$ cat src/hdl/dcs_pkg.sv
package dcs_pkg;
    // ========================================
    // Register byte offsets.
    localparam logic [7:0] REG_CTRL = 8'h00;
    localparam logic [7:0] REG_KEYFREQ = 8'h04;
    localparam logic [7:0] REG_STEP1 = 8'h08;
    localparam logic [7:0] REG_STEP7 = 8'h20;
    localparam logic [7:0] REG_STATUS = 8'h24;
    localparam logic [7:0] REG_FREQ = 8'h28;
    localparam logic [7:0] REG_PANEL = 8'h2C;
    // ========================================
    // Control register field positions.
    localparam int CTRL_RUN_SRC = 0;
    localparam int CTRL_FREQ_SRC = 1;
    localparam int CTRL_METER_PULSE = 2;
    // ========================================
    // Reset values.
    localparam logic [15:0] KEYFREQ_RST = 16'h0000;
    localparam logic [15:0] STEP_RST = 16'h0000;
    localparam logic [4:0] CODE_RST = 5'h00;
    // ========================================
    // Parameter codes reachable from the keypad.
    localparam logic [4:0] CODE_FREQ_SRC = 5'h01;
    localparam logic [4:0] CODE_RUN_SRC = 5'h02;
    localparam logic [4:0] CODE_STEP1 = 5'h15;
    localparam logic [4:0] CODE_STEP7 = 5'h1B;
    localparam logic [4:0] CODE_METER = 5'h1C;
    // ========================================
    // Bit positions of the synchronised pin vector.
    localparam int PIN_W = 15;
    localparam int IN_FWD = 0;
    localparam int IN_REV = 1;
    localparam int IN_STEP0 = 2;
    localparam int IN_RAMP = 5;
    localparam int IN_EXT_STOP = 6;
    localparam int IN_RST_COAST = 7;
    localparam int IN_RUN_KEY = 8;
    localparam int IN_STOP_KEY = 9;
    localparam int IN_PRG_KEY = 10;
    localparam int IN_FUNC_KEY = 11;
    localparam int IN_UP_KEY = 12;
    localparam int IN_DOWN_KEY = 13;
    localparam int IN_TRIP = 14;
    // ========================================
    // Bus responses.
    localparam logic [1:0] RESP_OKAY = 2'b00;
    localparam logic [1:0] RESP_SLVERR = 2'b10;
endpackage

$ cat src/hdl/dcs_top.sv
`timescale 1ns/1ps
module dcs_top
    import dcs_pkg::*;
(
    input wire logic MCLK,
    input wire logic NRST,
    input wire logic [7:0] S_AXI_AWADDR,
    input wire logic S_AXI_AWVALID,
    output logic S_AXI_AWREADY,
    input wire logic [31:0] S_AXI_WDATA,
    input wire logic [3:0] S_AXI_WSTRB,
    input wire logic S_AXI_WVALID,
    output logic S_AXI_WREADY,
    output logic [1:0] S_AXI_BRESP,
    output logic S_AXI_BVALID,
    input wire logic S_AXI_BREADY,
    input wire logic [7:0] S_AXI_ARADDR,
    input wire logic S_AXI_ARVALID,
    output logic S_AXI_ARREADY,
    output logic [31:0] S_AXI_RDATA,
    output logic [1:0] S_AXI_RRESP,
    output logic S_AXI_RVALID,
    input wire logic S_AXI_RREADY,
    input wire logic FORWARD_CMD_IN,
    input wire logic REVERSE_CMD_IN,
    input wire logic STEP_SEL_0,
    input wire logic STEP_SEL_1,
    input wire logic STEP_SEL_2,
    input wire logic RAMP_SET_SEL,
    input wire logic EXTERNAL_STOP_IN,
    input wire logic RESET_COAST_IN,
    input wire logic RUN_KEY,
    input wire logic STOP_KEY,
    input wire logic PROGRAM_KEY,
    input wire logic FUNC_DATA_KEY,
    input wire logic UP_KEY,
    input wire logic DOWN_KEY,
    input wire logic PROT_TRIP_IN,
    input wire logic [11:0] CURRENT_REF_IN,
    input wire logic [11:0] VOLTAGE_REF_IN,
    input wire logic MOTOR_STOPPED,
    input wire logic FREQ_PULSE_IN,
    output logic RUN_CMD,
    output logic DIR_REV,
    output logic COAST_CMD,
    output logic RAMP_SET2,
    output logic [15:0] FREQ_REF,
    output logic ALARM_RELAY_OUT,
    output logic RUNNING_OUT,
    output logic [15:0] ANALOG_METER_OUT,
    output logic PULSE_METER_OUT,
    output logic PROG_MODE,
    output logic DISP_IS_CODE,
    output logic [15:0] DISP_VALUE
);

    // ========================================
    // State.
    typedef struct packed {
        logic [PIN_W-1:0] sync1;
        logic [PIN_W-1:0] sync2;
        logic [PIN_W-1:0] key_prev;
        logic run_src;
        logic freq_src;
        logic meter_pulse;
        logic [15:0] keypad_freq;
        logic [6:0][15:0] step_freq;
        logic keypad_run;
        logic fault;
        logic coast;
        logic run_cmd;
        logic dir_rev;
        logic ramp2;
        logic [15:0] freq_ref;
        logic alarm;
        logic running;
        logic [15:0] ameter;
        logic pmeter;
        logic prog;
        logic show_code;
        logic [4:0] code;
        logic [15:0] edit;
        logic aw_held;
        logic [7:0] aw_addr;
        logic w_held;
        logic [31:0] w_data;
        logic [3:0] w_strb;
        logic bvalid;
        logic [1:0] bresp;
        logic rvalid;
        logic [31:0] rdata;
        logic [1:0] rresp;
    } dcs_state_t;

    dcs_state_t s;
    dcs_state_t n;

    logic [PIN_W-1:0] pins;
    logic [PIN_W-1:0] press;
    logic forward_cmd_in;
    logic reverse_cmd_in;
    logic term_closed;
    logic ext_ok;
    logic [2:0] step_idx;
    logic [15:0] analog_sum;
    logic wr_go;
    logic ar_take;
    logic [15:0] code_value;

    // Pins gathered into one vector for the synchroniser.
    assign pins = {PROT_TRIP_IN, DOWN_KEY, UP_KEY, FUNC_DATA_KEY, PROGRAM_KEY, STOP_KEY, RUN_KEY,
                   RESET_COAST_IN, EXTERNAL_STOP_IN, RAMP_SET_SEL, STEP_SEL_2, STEP_SEL_1, STEP_SEL_0,
                   REVERSE_CMD_IN, FORWARD_CMD_IN};

    // Decoded pin levels from the second stage; key presses compare it with key_prev, its value one cycle earlier.
    assign press = s.sync2 & ~s.key_prev;
    assign forward_cmd_in = s.sync2[IN_FWD];
    assign reverse_cmd_in = s.sync2[IN_REV];
    assign term_closed = forward_cmd_in | reverse_cmd_in;
    assign ext_ok = s.sync2[IN_EXT_STOP];
    assign step_idx = s.sync2[IN_STEP0+2:IN_STEP0];
    assign analog_sum = {3'b000, {1'b0, CURRENT_REF_IN} + {1'b0, VOLTAGE_REF_IN}};

    // Bus handshakes; a write runs once address and data are both held.
    assign S_AXI_AWREADY = !s.aw_held && !s.bvalid;
    assign S_AXI_WREADY = !s.w_held && !s.bvalid;
    assign S_AXI_ARREADY = !s.rvalid;
    assign wr_go = s.aw_held && s.w_held && !s.bvalid;
    assign ar_take = S_AXI_ARVALID && !s.rvalid;

    // Current stored value of the parameter code shown on the panel.
    always_comb begin
        case (s.code)
            CODE_FREQ_SRC: code_value = {15'h0000, s.freq_src};
            CODE_RUN_SRC: code_value = {15'h0000, s.run_src};
            CODE_METER: code_value = {15'h0000, s.meter_pulse};
            default: begin
                if (s.code >= CODE_STEP1 && s.code <= CODE_STEP7) begin
                    code_value = s.step_freq[3'(s.code - CODE_STEP1)];
                end else begin
                    code_value = 16'h0000;
                end
            end
        endcase
    end

    // Merges a bus write into a 16-bit register under byte strobes.
    function automatic logic [15:0] merge16(input logic [15:0] old, input logic [31:0] d, input logic [3:0] st);
        logic [15:0] r;
        r = old;
        if (st[0]) r[7:0] = d[7:0];
        if (st[1]) r[15:8] = d[15:8];
        return r;
    endfunction

    // ========================================
    // Next-state logic.
    always_comb begin
        n = s;
        n.sync1 = pins;
        n.sync2 = s.sync1;
        n.key_prev = s.sync2;

        // Bus write channel capture and response release.
        if (S_AXI_AWVALID && S_AXI_AWREADY) begin
            n.aw_held = 1'b1;
            n.aw_addr = S_AXI_AWADDR;
        end
        if (S_AXI_WVALID && S_AXI_WREADY) begin
            n.w_held = 1'b1;
            n.w_data = S_AXI_WDATA;
            n.w_strb = S_AXI_WSTRB;
        end
        if (s.bvalid && S_AXI_BREADY) begin
            n.bvalid = 1'b0;
        end

        // Keypad program mode and parameter editing.
        if (press[IN_PRG_KEY]) begin
            n.prog = !s.prog;
            n.show_code = 1'b1;
        end else if (s.prog) begin
            if (press[IN_FUNC_KEY]) begin
                if (s.show_code) begin
                    n.show_code = 1'b0;
                    n.edit = code_value;
                end else begin
                    n.show_code = 1'b1;
                    n.code = s.code + 5'h01;
                    case (s.code)
                        CODE_FREQ_SRC: n.freq_src = s.edit[0];
                        CODE_RUN_SRC: begin
                            if (!term_closed) begin
                                n.run_src = s.edit[0];
                            end
                        end
                        CODE_METER: n.meter_pulse = s.edit[0];
                        default: begin
                            if (s.code >= CODE_STEP1 && s.code <= CODE_STEP7) begin
                                n.step_freq[3'(s.code - CODE_STEP1)] = s.edit;
                            end
                        end
                    endcase
                end
            end else if (press[IN_UP_KEY] && !press[IN_DOWN_KEY]) begin
                if (s.show_code) begin
                    n.code = s.code + 5'h01;
                end else begin
                    n.edit = s.edit + 16'h0001;
                end
            end else if (press[IN_DOWN_KEY] && !press[IN_UP_KEY]) begin
                if (s.show_code) begin
                    n.code = s.code - 5'h01;
                end else begin
                    n.edit = s.edit - 16'h0001;
                end
            end
        end else begin
            // Outside program mode the arrows trim the keypad frequency, saturating.
            if (press[IN_UP_KEY] && !press[IN_DOWN_KEY] && s.keypad_freq != 16'hFFFF) begin
                n.keypad_freq = s.keypad_freq + 16'h0001;
            end else if (press[IN_DOWN_KEY] && !press[IN_UP_KEY] && s.keypad_freq != 16'h0000) begin
                n.keypad_freq = s.keypad_freq - 16'h0001;
            end
        end

        // Register writes from the bus, applied after keypad edits.
        if (wr_go) begin
            n.aw_held = 1'b0;
            n.w_held = 1'b0;
            n.bvalid = 1'b1;
            n.bresp = RESP_OKAY;
            if (s.aw_addr == REG_CTRL) begin
                if (s.w_strb[0]) begin
                    if (!term_closed) begin
                        n.run_src = s.w_data[CTRL_RUN_SRC];
                    end
                    n.freq_src = s.w_data[CTRL_FREQ_SRC];
                    n.meter_pulse = s.w_data[CTRL_METER_PULSE];
                end
            end else if (s.aw_addr == REG_KEYFREQ) begin
                n.keypad_freq = merge16(s.keypad_freq, s.w_data, s.w_strb);
            end else if (s.aw_addr >= REG_STEP1 && s.aw_addr <= REG_STEP7 && s.aw_addr[1:0] == 2'b00) begin
                n.step_freq[3'((s.aw_addr - REG_STEP1) >> 2)] =
                    merge16(s.step_freq[3'((s.aw_addr - REG_STEP1) >> 2)], s.w_data, s.w_strb);
            end else if (s.aw_addr != REG_STATUS && s.aw_addr != REG_FREQ && s.aw_addr != REG_PANEL) begin
                n.bresp = RESP_SLVERR;
            end
        end

        // Bus reads.
        if (s.rvalid && S_AXI_RREADY) begin
            n.rvalid = 1'b0;
        end
        if (ar_take) begin
            n.rvalid = 1'b1;
            n.rresp = RESP_OKAY;
            n.rdata = 32'h0000_0000;
            if (S_AXI_ARADDR == REG_CTRL) begin
                n.rdata[CTRL_RUN_SRC] = s.run_src;
                n.rdata[CTRL_FREQ_SRC] = s.freq_src;
                n.rdata[CTRL_METER_PULSE] = s.meter_pulse;
            end else if (S_AXI_ARADDR == REG_KEYFREQ) begin
                n.rdata[15:0] = s.keypad_freq;
            end else if (S_AXI_ARADDR >= REG_STEP1 && S_AXI_ARADDR <= REG_STEP7 && S_AXI_ARADDR[1:0] == 2'b00) begin
                n.rdata[15:0] = s.step_freq[3'((S_AXI_ARADDR - REG_STEP1) >> 2)];
            end else if (S_AXI_ARADDR == REG_STATUS) begin
                n.rdata[10:0] = {s.show_code, s.prog, step_idx, s.ramp2, s.coast, s.fault,
                                 s.dir_rev, s.run_cmd, s.running};
            end else if (S_AXI_ARADDR == REG_FREQ) begin
                n.rdata[15:0] = s.freq_ref;
            end else if (S_AXI_ARADDR == REG_PANEL) begin
                n.rdata = {s.edit, 11'h000, s.code};
            end else begin
                n.rresp = RESP_SLVERR;
            end
        end

        // Fault latch: reset/coast clears it, a trip in the same cycle wins.
        if (press[IN_RST_COAST] && s.fault) begin
            n.fault = 1'b0;
        end else if (press[IN_RST_COAST] && s.running) begin
            n.coast = 1'b1;
        end
        if (s.sync2[IN_TRIP]) begin
            n.fault = 1'b1;
        end
        if (s.coast && MOTOR_STOPPED) begin
            n.coast = 1'b0;
        end

        // Keypad run latch.
        if (press[IN_RUN_KEY] && !s.run_src) begin
            n.keypad_run = 1'b1;
        end
        if (press[IN_STOP_KEY] || !ext_ok || n.fault || n.coast) begin
            n.keypad_run = 1'b0;
        end

        // Run command and direction.
        if (s.run_src) begin
            n.run_cmd = (forward_cmd_in ^ reverse_cmd_in) && ext_ok && !n.fault && !n.coast;
            if (forward_cmd_in ^ reverse_cmd_in) begin
                n.dir_rev = reverse_cmd_in;
            end
        end else begin
            n.run_cmd = n.keypad_run && ext_ok && !n.fault && !n.coast;
            n.dir_rev = 1'b0;
        end

        // Frequency reference selection.
        if (step_idx != 3'b000) begin
            n.freq_ref = s.step_freq[step_idx - 3'b001];
        end else if (s.freq_src) begin
            n.freq_ref = analog_sum;
        end else begin
            n.freq_ref = s.keypad_freq;
        end

        // Ramp set, status outputs and meter exclusivity.
        n.ramp2 = s.sync2[IN_RAMP];
        n.alarm = s.fault && MOTOR_STOPPED;
        n.running = !MOTOR_STOPPED;
        n.ameter = s.meter_pulse ? 16'h0000 : s.freq_ref;
        n.pmeter = s.meter_pulse && FREQ_PULSE_IN;
    end

    // ========================================
    // State register.
    always_ff @(posedge MCLK or negedge NRST) begin
        if (!NRST) begin
            s <= '0;
            s.keypad_freq <= KEYFREQ_RST;
            s.step_freq <= {7{STEP_RST}};
            s.code <= CODE_RST;
            s.show_code <= 1'b1;
            s.sync1[IN_EXT_STOP] <= 1'b1;
            s.sync2[IN_EXT_STOP] <= 1'b1;
            s.key_prev <= {PIN_W{1'b1}};
        end else begin
            s <= n;
        end
    end

    // Outputs straight from the state register.
    assign S_AXI_BVALID = s.bvalid;
    assign S_AXI_BRESP = s.bresp;
    assign S_AXI_RVALID = s.rvalid;
    assign S_AXI_RDATA = s.rdata;
    assign S_AXI_RRESP = s.rresp;
    assign RUN_CMD = s.run_cmd;
    assign DIR_REV = s.dir_rev;
    assign COAST_CMD = s.coast;
    assign RAMP_SET2 = s.ramp2;
    assign FREQ_REF = s.freq_ref;
    assign ALARM_RELAY_OUT = s.alarm;
    assign RUNNING_OUT = s.running;
    assign ANALOG_METER_OUT = s.ameter;
    assign PULSE_METER_OUT = s.pmeter;
    assign PROG_MODE = s.prog;
    assign DISP_IS_CODE = s.show_code;
    assign DISP_VALUE = s.show_code ? {11'h000, s.code} : s.edit;
endmodule

$ cat config.mk
export PLATFORM = sky130hd
export DESIGN_NAME = dcs_top
export DESIGN_NICKNAME = d
export VERILOG_FILES = /design/src/hdl/dcs_pkg.sv /design/src/hdl/dcs_top.sv
export SDC_FILE = /design/constraint.sdc
export NUM_CORES = 1
export LEC_CHECK = 0
export ABC_AREA = 1
export BUFFER_PORTS_ARGS = -buffer_cell sky130_fd_sc_hd__buf_4
export CORE_AREA = 2 2 243 173
export CTS_CLUSTER_DIAMETER = 50
export DETAILED_ROUTE_END_ITERATION = 6
export DIE_AREA = 0 0 245 175
export PLACE_DENSITY = 0.79
export SYNTH_ARGS = -nofsm -noshare
export SYNTH_HDL_FRONTEND = slang
export SYNTH_SLANG_ARGS = --single-unit
$ cat constraint.sdc
create_clock -name MCLK -period 3 [get_ports MCLK]
set_input_delay 0 -clock MCLK [delete_from_list [all_inputs] [get_ports MCLK]]
set_output_delay 0 -clock MCLK [all_outputs]
set_load 0.03 [all_outputs]
# Yosys cells after proc, flatten, opt, wreduce, memory -nomap -nowiden
# Cells that the tools add are included.
# word_totals
register_bits	323
input_bits	100
out_inout_bits	98
word_cells	268
# classes
n_addsub	11
order_cmp	12
eq_ne	21
mux	113
n_bitwise	5
reduce_logical	66
# op_table
operator	n
$mux W112	7
$mux W16	24
$mux W131	2
$bwmux W112	2
$mux W32	7
$bmux W16 S3	4
$mux W128	1
$demux W16 S3	2
$mux W8	12
$mux W21	4
$pmux W16 S3	1
$mux W37	1
$mux W35	1
$logic_and A1 B1 Y1	34
$add A16 B1 Y16 const B	2
$sub A16 B1 Y16 const B	2
$mux W29	1
$eq A8 B6 Y1 const B	3
$ne A8 B6 Y1 const B	3
$mux W2	11
$mux W22	1
$mux W3	7
$mux W1	20
$eq A8 B3 Y1 const B	2
38 further kinds	74

# Depth between registers and ports, before layout
# logic_depth
ltp_word	17
mapped_depth	19
ltp_nobuf	16

# Worst setup path before layout
# Ideal clock, no wire load.
# synth_path
path_kind	register to register
start	reg s[100] (netlist name)
end	reg s[93] (netlist name)
setup_ns	0.077
t_arrival_ns	2.479
t_required_ns	2.923
setup_slack_ns	0.444
path_stages_with_launch	13
n_path_buf	5
synth_period_minus_slack_ns	2.556
path_cell_list	dfrtp_1 buf_6 inv_4 buf_2 buf_2 ha_1 inv_1 buf_2 clkbuf_1 o21ai_0 o221ai_1 a31oi_1 a21oi_1
# synth_via
elab_chain_cells	7
elab_cells_between_ends	13
classes_between	add/sub (1); order compare (2); eq/ne (3); mux (6); reduce/logical (1)
# synth_rtl
element	line	text
from (decl)	dcs_top.sv:95	dcs_state_t s;
from (signal assigned)	dcs_top.sv:341	s <= n;
$sub A3 B3 Y3	dcs_top.sv:139	code_value = s.step_freq[3'(s.code - CODE_STEP1)];
$bmux W16 S3	dcs_top.sv:139	
$mux W16 (not written as such)	dcs_top.sv:139	
$mux W16	dcs_top.sv:138	if (s.code >= CODE_STEP1 && s.code <= CODE_STEP7) begin
$pmux W16 S3 (*)	dcs_top.sv:133	case (s.code)
$mux W16 (*)	dcs_top.sv:184	if (s.show_code) begin
$mux W21 (*)	dcs_top.sv:183	if (press[IN_FUNC_KEY]) begin
# Mark *: on every way between the ends. The rest lies on a longest branch, timed or not. The select of a mux whose other input is x is not followed.
# A chain may end at the register's enable or synchronous reset.

# Worst setup path after layout
# layout_path
start	reg s[292] (netlist name)
end	reg s[91] (netlist name)
# layout_via
elab_chain_cells	6
elab_cells_between_ends	11
classes_between	eq/ne (2); mux (2); bitwise (2); reduce/logical (5)
# layout_rtl
element	line	text
$not A14 Y14 (*)	dcs_top.sv:116	assign press = s.sync2 & ~s.key_prev;
$and A14 B14 Y14 (*)	dcs_top.sv:116	
$logic_not A1 Y1	dcs_top.sv:205	end else if (press[IN_UP_KEY] && !press[IN_DOWN_KEY]) begin
$logic_and A1 B1 Y1	dcs_top.sv:205	
$ne A3 B3 Y1 (no source line), or another cell as far along	n/a	
$reduce_and A6 Y1 (no source line) or $mux W21 (tied branches)	n/a	
# Mark *: on every way between the ends. The rest lies on a longest branch, timed or not.

==> results.json <==
{
  "status": "finished, violations left",
  "violations": "design-rule violations",
  "vias": 22900,
  "drive_gt1_share_pct": 16.4,
  "ant_nets": 0,
  "period_share_pct": 93.0,
  "place_inst": 3509,
  "cts_made_buffers": 38,
  "fin_area_um2": 24100,
  "yosys.area_share.simple_pct": 25.2,
  "fill_cells": 3791,
  "yosysWarnings": 0,
  "fin_skew_ns": 0.0273,
  "grt_use_total_pct": 45.1,
  "syn_avg_cell_area_um2": 7.09,
  "cts_root_buf": "clkbuf_16",
  "cts_num_sinks": 296,
  "startpoint": "s[292]",
  "ir_drop_v": 0.000824,
  "required_ns": 3.43,
  "htree_levels": 2,
  "yosysSeqAreaShare_pct": 37.0,
  "dp_hpwl_mm": 70.5,
  "async_flop_share_pct": 100,
  "cts_tree": "yes",
  "wirelength_mm": 98.2,
  "r2r-end": "s[91]",
  "r2r_setup_slack_ns": 0.21,
  "synth_compound_gate_area_share_pct": 21.6,
  "setup_tns_ns": 0,
  "route.detailed.drc": 2,
  "rows": 62,
  "die_x_um": 245,
  "initial_core_util_pct": 49.4,
  "crit_fanout": 12,
  "multiInputGateArea_um2": 10300,
  "synthMuxAreaShare_pct": 1.12,
  "rr_worst_depth": 12,
  "port-buffer-count": 177,
  "drv_slew": 0,
  "powerDensity_nw_per_um2": 957,
  "drtIter0Drc": 3714,
  "path_class": "register to register",
  "fmax_ghz": 0.358,
  "dpl_worst_slack_ns": 0.367,
  "clockBufferDepth": 3,
  "hold_viol": 0,
  "dr.pass1.iters": 7,
  "grt_overflow": 0,
  "p_leak_nw": 11.8,
  "final_util_pct": 59.3,
  "hp-start": "S_AXI_AWVALID",
  "setup_viol": 0,
  "core_area_um2": 40600,
  "synth_top_family_by_area": "simple AND/OR/NAND/NOR gates",
  "rsz0062_at_grt": "no",
  "maxSlewHeadroom_pct": 28.4,
  "startpoint_type": "register",
  "cp-end-kind": "register",
  "synth_cell_type_count": 63,
  "total_power_mw": 23.0,
  "arrival_ns": 3.22,
  "timing.hold.ws_ns": 0.0136,
  "regArea_um2": 7420,
  "hold_class": "primary input to register",
  "wire_per_inst_um": 27.0,
  "setup_slack_ns": 0.210,
  "die_area_um2": 42900,
  "grt_first_pass_wirelength_mm": 141,
  "grt_pass1_vias": 21400,
  "drt-vias-per-instance": 6.30,
  "synth_ff_type": "dfrtp_1",
  "synth_edf_count": 0,
  "synth_seq_cells": 296,
  "cap_violations": 0,
  "layout.nets": 3205,
  "netlist_instances": 2829,
  "ios": 198,
  "dpl_cell_area_um2": 22300,
  "stdcell_count": 3636,
  "syn_to_final_growth_pct": 20.0,
  "synthAdderAreaFrac_pct": 2.76,
  "clk_pin_slew_ns": 0.06,
  "fin_crit_ns": 2.79,
  "netlist_area_um2": 20100,
  "synth_xor_xnor_area_share_pct": 0.611,
  "routabilityCongestion": 1.04,
  "whs_path_depth": 3,
  "grt_max_degree": 85,
  "rr_startpoint": "s[292]",
  "insertion_delay_ns": 0.57,
  "die_h_um": 175,
  "post_cts_buffers": 0,
  "holdPathEnd": "s[83]",
  "tightest_slew_ns": 1.07,
  "antenna_found_initial": 4
}
-- flip-flops by register name, indices dropped and copies added (netlist names) --
| name | flops |
|---|---|
| s | 189 |
| S_AXI_RDATA | 32 |
| n | 28 |
| ANALOG_METER_OUT | 16 |
| FREQ_REF | 16 |
| ALARM_RELAY_OUT | 1 |
| COAST_CMD | 1 |
| DIR_REV | 1 |
| DISP_IS_CODE | 1 |
| PROG_MODE | 1 |
| PULSE_METER_OUT | 1 |
| RAMP_SET2 | 1 |
| RUNNING_OUT | 1 |
| RUN_CMD | 1 |
| S_AXI_BRESP | 1 |
| S_AXI_BVALID | 1 |
| S_AXI_RRESP | 1 |
| S_AXI_RVALID | 1 |
| ext_ok | 1 |
| forward_cmd_in | 1 |
-- worst max-delay path, stage by stage, from the launching register on --
cell	delay, ns
dfstp_2	0.51
inv_1	0.03
nand2_1	0.08
nand2_2	0.29
ha_1	0.47
a21oi_1	0.15
nand2_1	0.12
nand2_1	0.09
nand3_1	0.15
o21ai_0	0.39
o21ai_0	0.18
nand2_1	0.09
o21ai_0	0.09
-- how the worst max path moves through the flow --
| stage | to | cells past startpoint |
|---|---|---|
| final | s[91] | 12 |
| after global routing | s[91] | 12 |
| after CTS | s[89] | 12 |
| after detailed placement | s[89] | 12 |
| after global placement | s[89] | 12 |
| after floorplan | s[93] | 12 |
-- cell type report --
class | count | share of cell area (%)
timing repair buffer | 381 | 13.4
clock buffer | 51 | 4.33
antenna | 2 | 0.0208
inverter | 323 | 5.08
tap | 544 | 2.83
multi-input combinational | 2022 | 42.8
clock inverter | 17 | 0.707
sequential | 296 | 30.8
-- logic make-up after synthesis --
family,after synthesis
other,1
AO/OA/AOI/OAI,770
buffers and inverters,512
AND/OR/NAND/NOR,1173
multiplexers,20
adder cells (fa/ha/maj),43
flip-flops,296
XOR/XNOR,14
-- layer usage --
metal / wire length (um) / vias up / part of all wire [%] / track usage [%]
met1: 38800 / 10800 / 39 / 62.2
met5: 42 / - / 0.043 / 0
met2: 39200 / 1876 / 40 / 63.7
met4: 5740 / 6 / 5.8 / 21.6
met3: 14400 / 387 / 15 / 14.6
li1: - / 9842 / - / -
-- where the power goes --
| group | internal (mW) | switching [mW] | total, mW |
|---|---|---|---|
| clock network | 2.64 | 2.00 | 4.64 |
| logic | 3.57 | 8.41 | 12.0 |
| registers | 5.02 | 1.38 | 6.39 |
-- what timing repair did --
action | 4_1_cts | 5_1_grt
endpoints found under the setup margin | 0 | 1
hold endpoints to repair | 138 | 0
hold buffers | 57 | 0
gates resized for setup | 0 | 1
-- synth_stat cells (all sizes together), types with 3 or more instances --
cell | instances | area, um^2
a21oi | 170 | 855
buf | 131 | 907
o221ai | 13 | 114
o21ai | 414 | 2090
o31ai | 3 | 22.5
nor3 | 21 | 133
xor2 | 13 | 114
nand3b | 4 | 30.0
o2111ai | 19 | 166
nor2 | 284 | 1230
o21a | 4 | 30.0
ha | 41 | 513
dfrtp | 286 | 7160
nand3 | 131 | 673
o22ai | 43 | 269
nor4 | 4 | 40.0
inv | 321 | 1210
a22oi | 12 | 90.1
o21bai | 5 | 37.5
a21o | 5 | 37.5
nand4 | 44 | 315
clkbuf | 58 | 218
mux2 | 20 | 225
nand2 | 682 | 2620
dfstp | 10 | 263
a31oi | 16 | 100
o211ai | 60 | 460
-- cell usage in the layout (no fill, tap or decap), drive strengths merged, types with 9 or more instances in the layout --
master	Yosys	final
nand2	682	682
o21ai	414	414
inv	321	327
buf	131	324
dfrtp	286	286
nor2	284	284
a21oi	170	170
nand3	131	131
o211ai	60	60
dlygate4sd3	0	57
clkbuf	58	51
nand4	44	44
o22ai	43	43
ha	41	41
nor3	21	21
mux2	20	20
o2111ai	19	19
a31oi	16	16
o221ai	13	13
xor2	13	13
a22oi	12	12
dfstp	10	10
clkinv	2	9
Note: power is estimated with default switching activity, not from simulation.
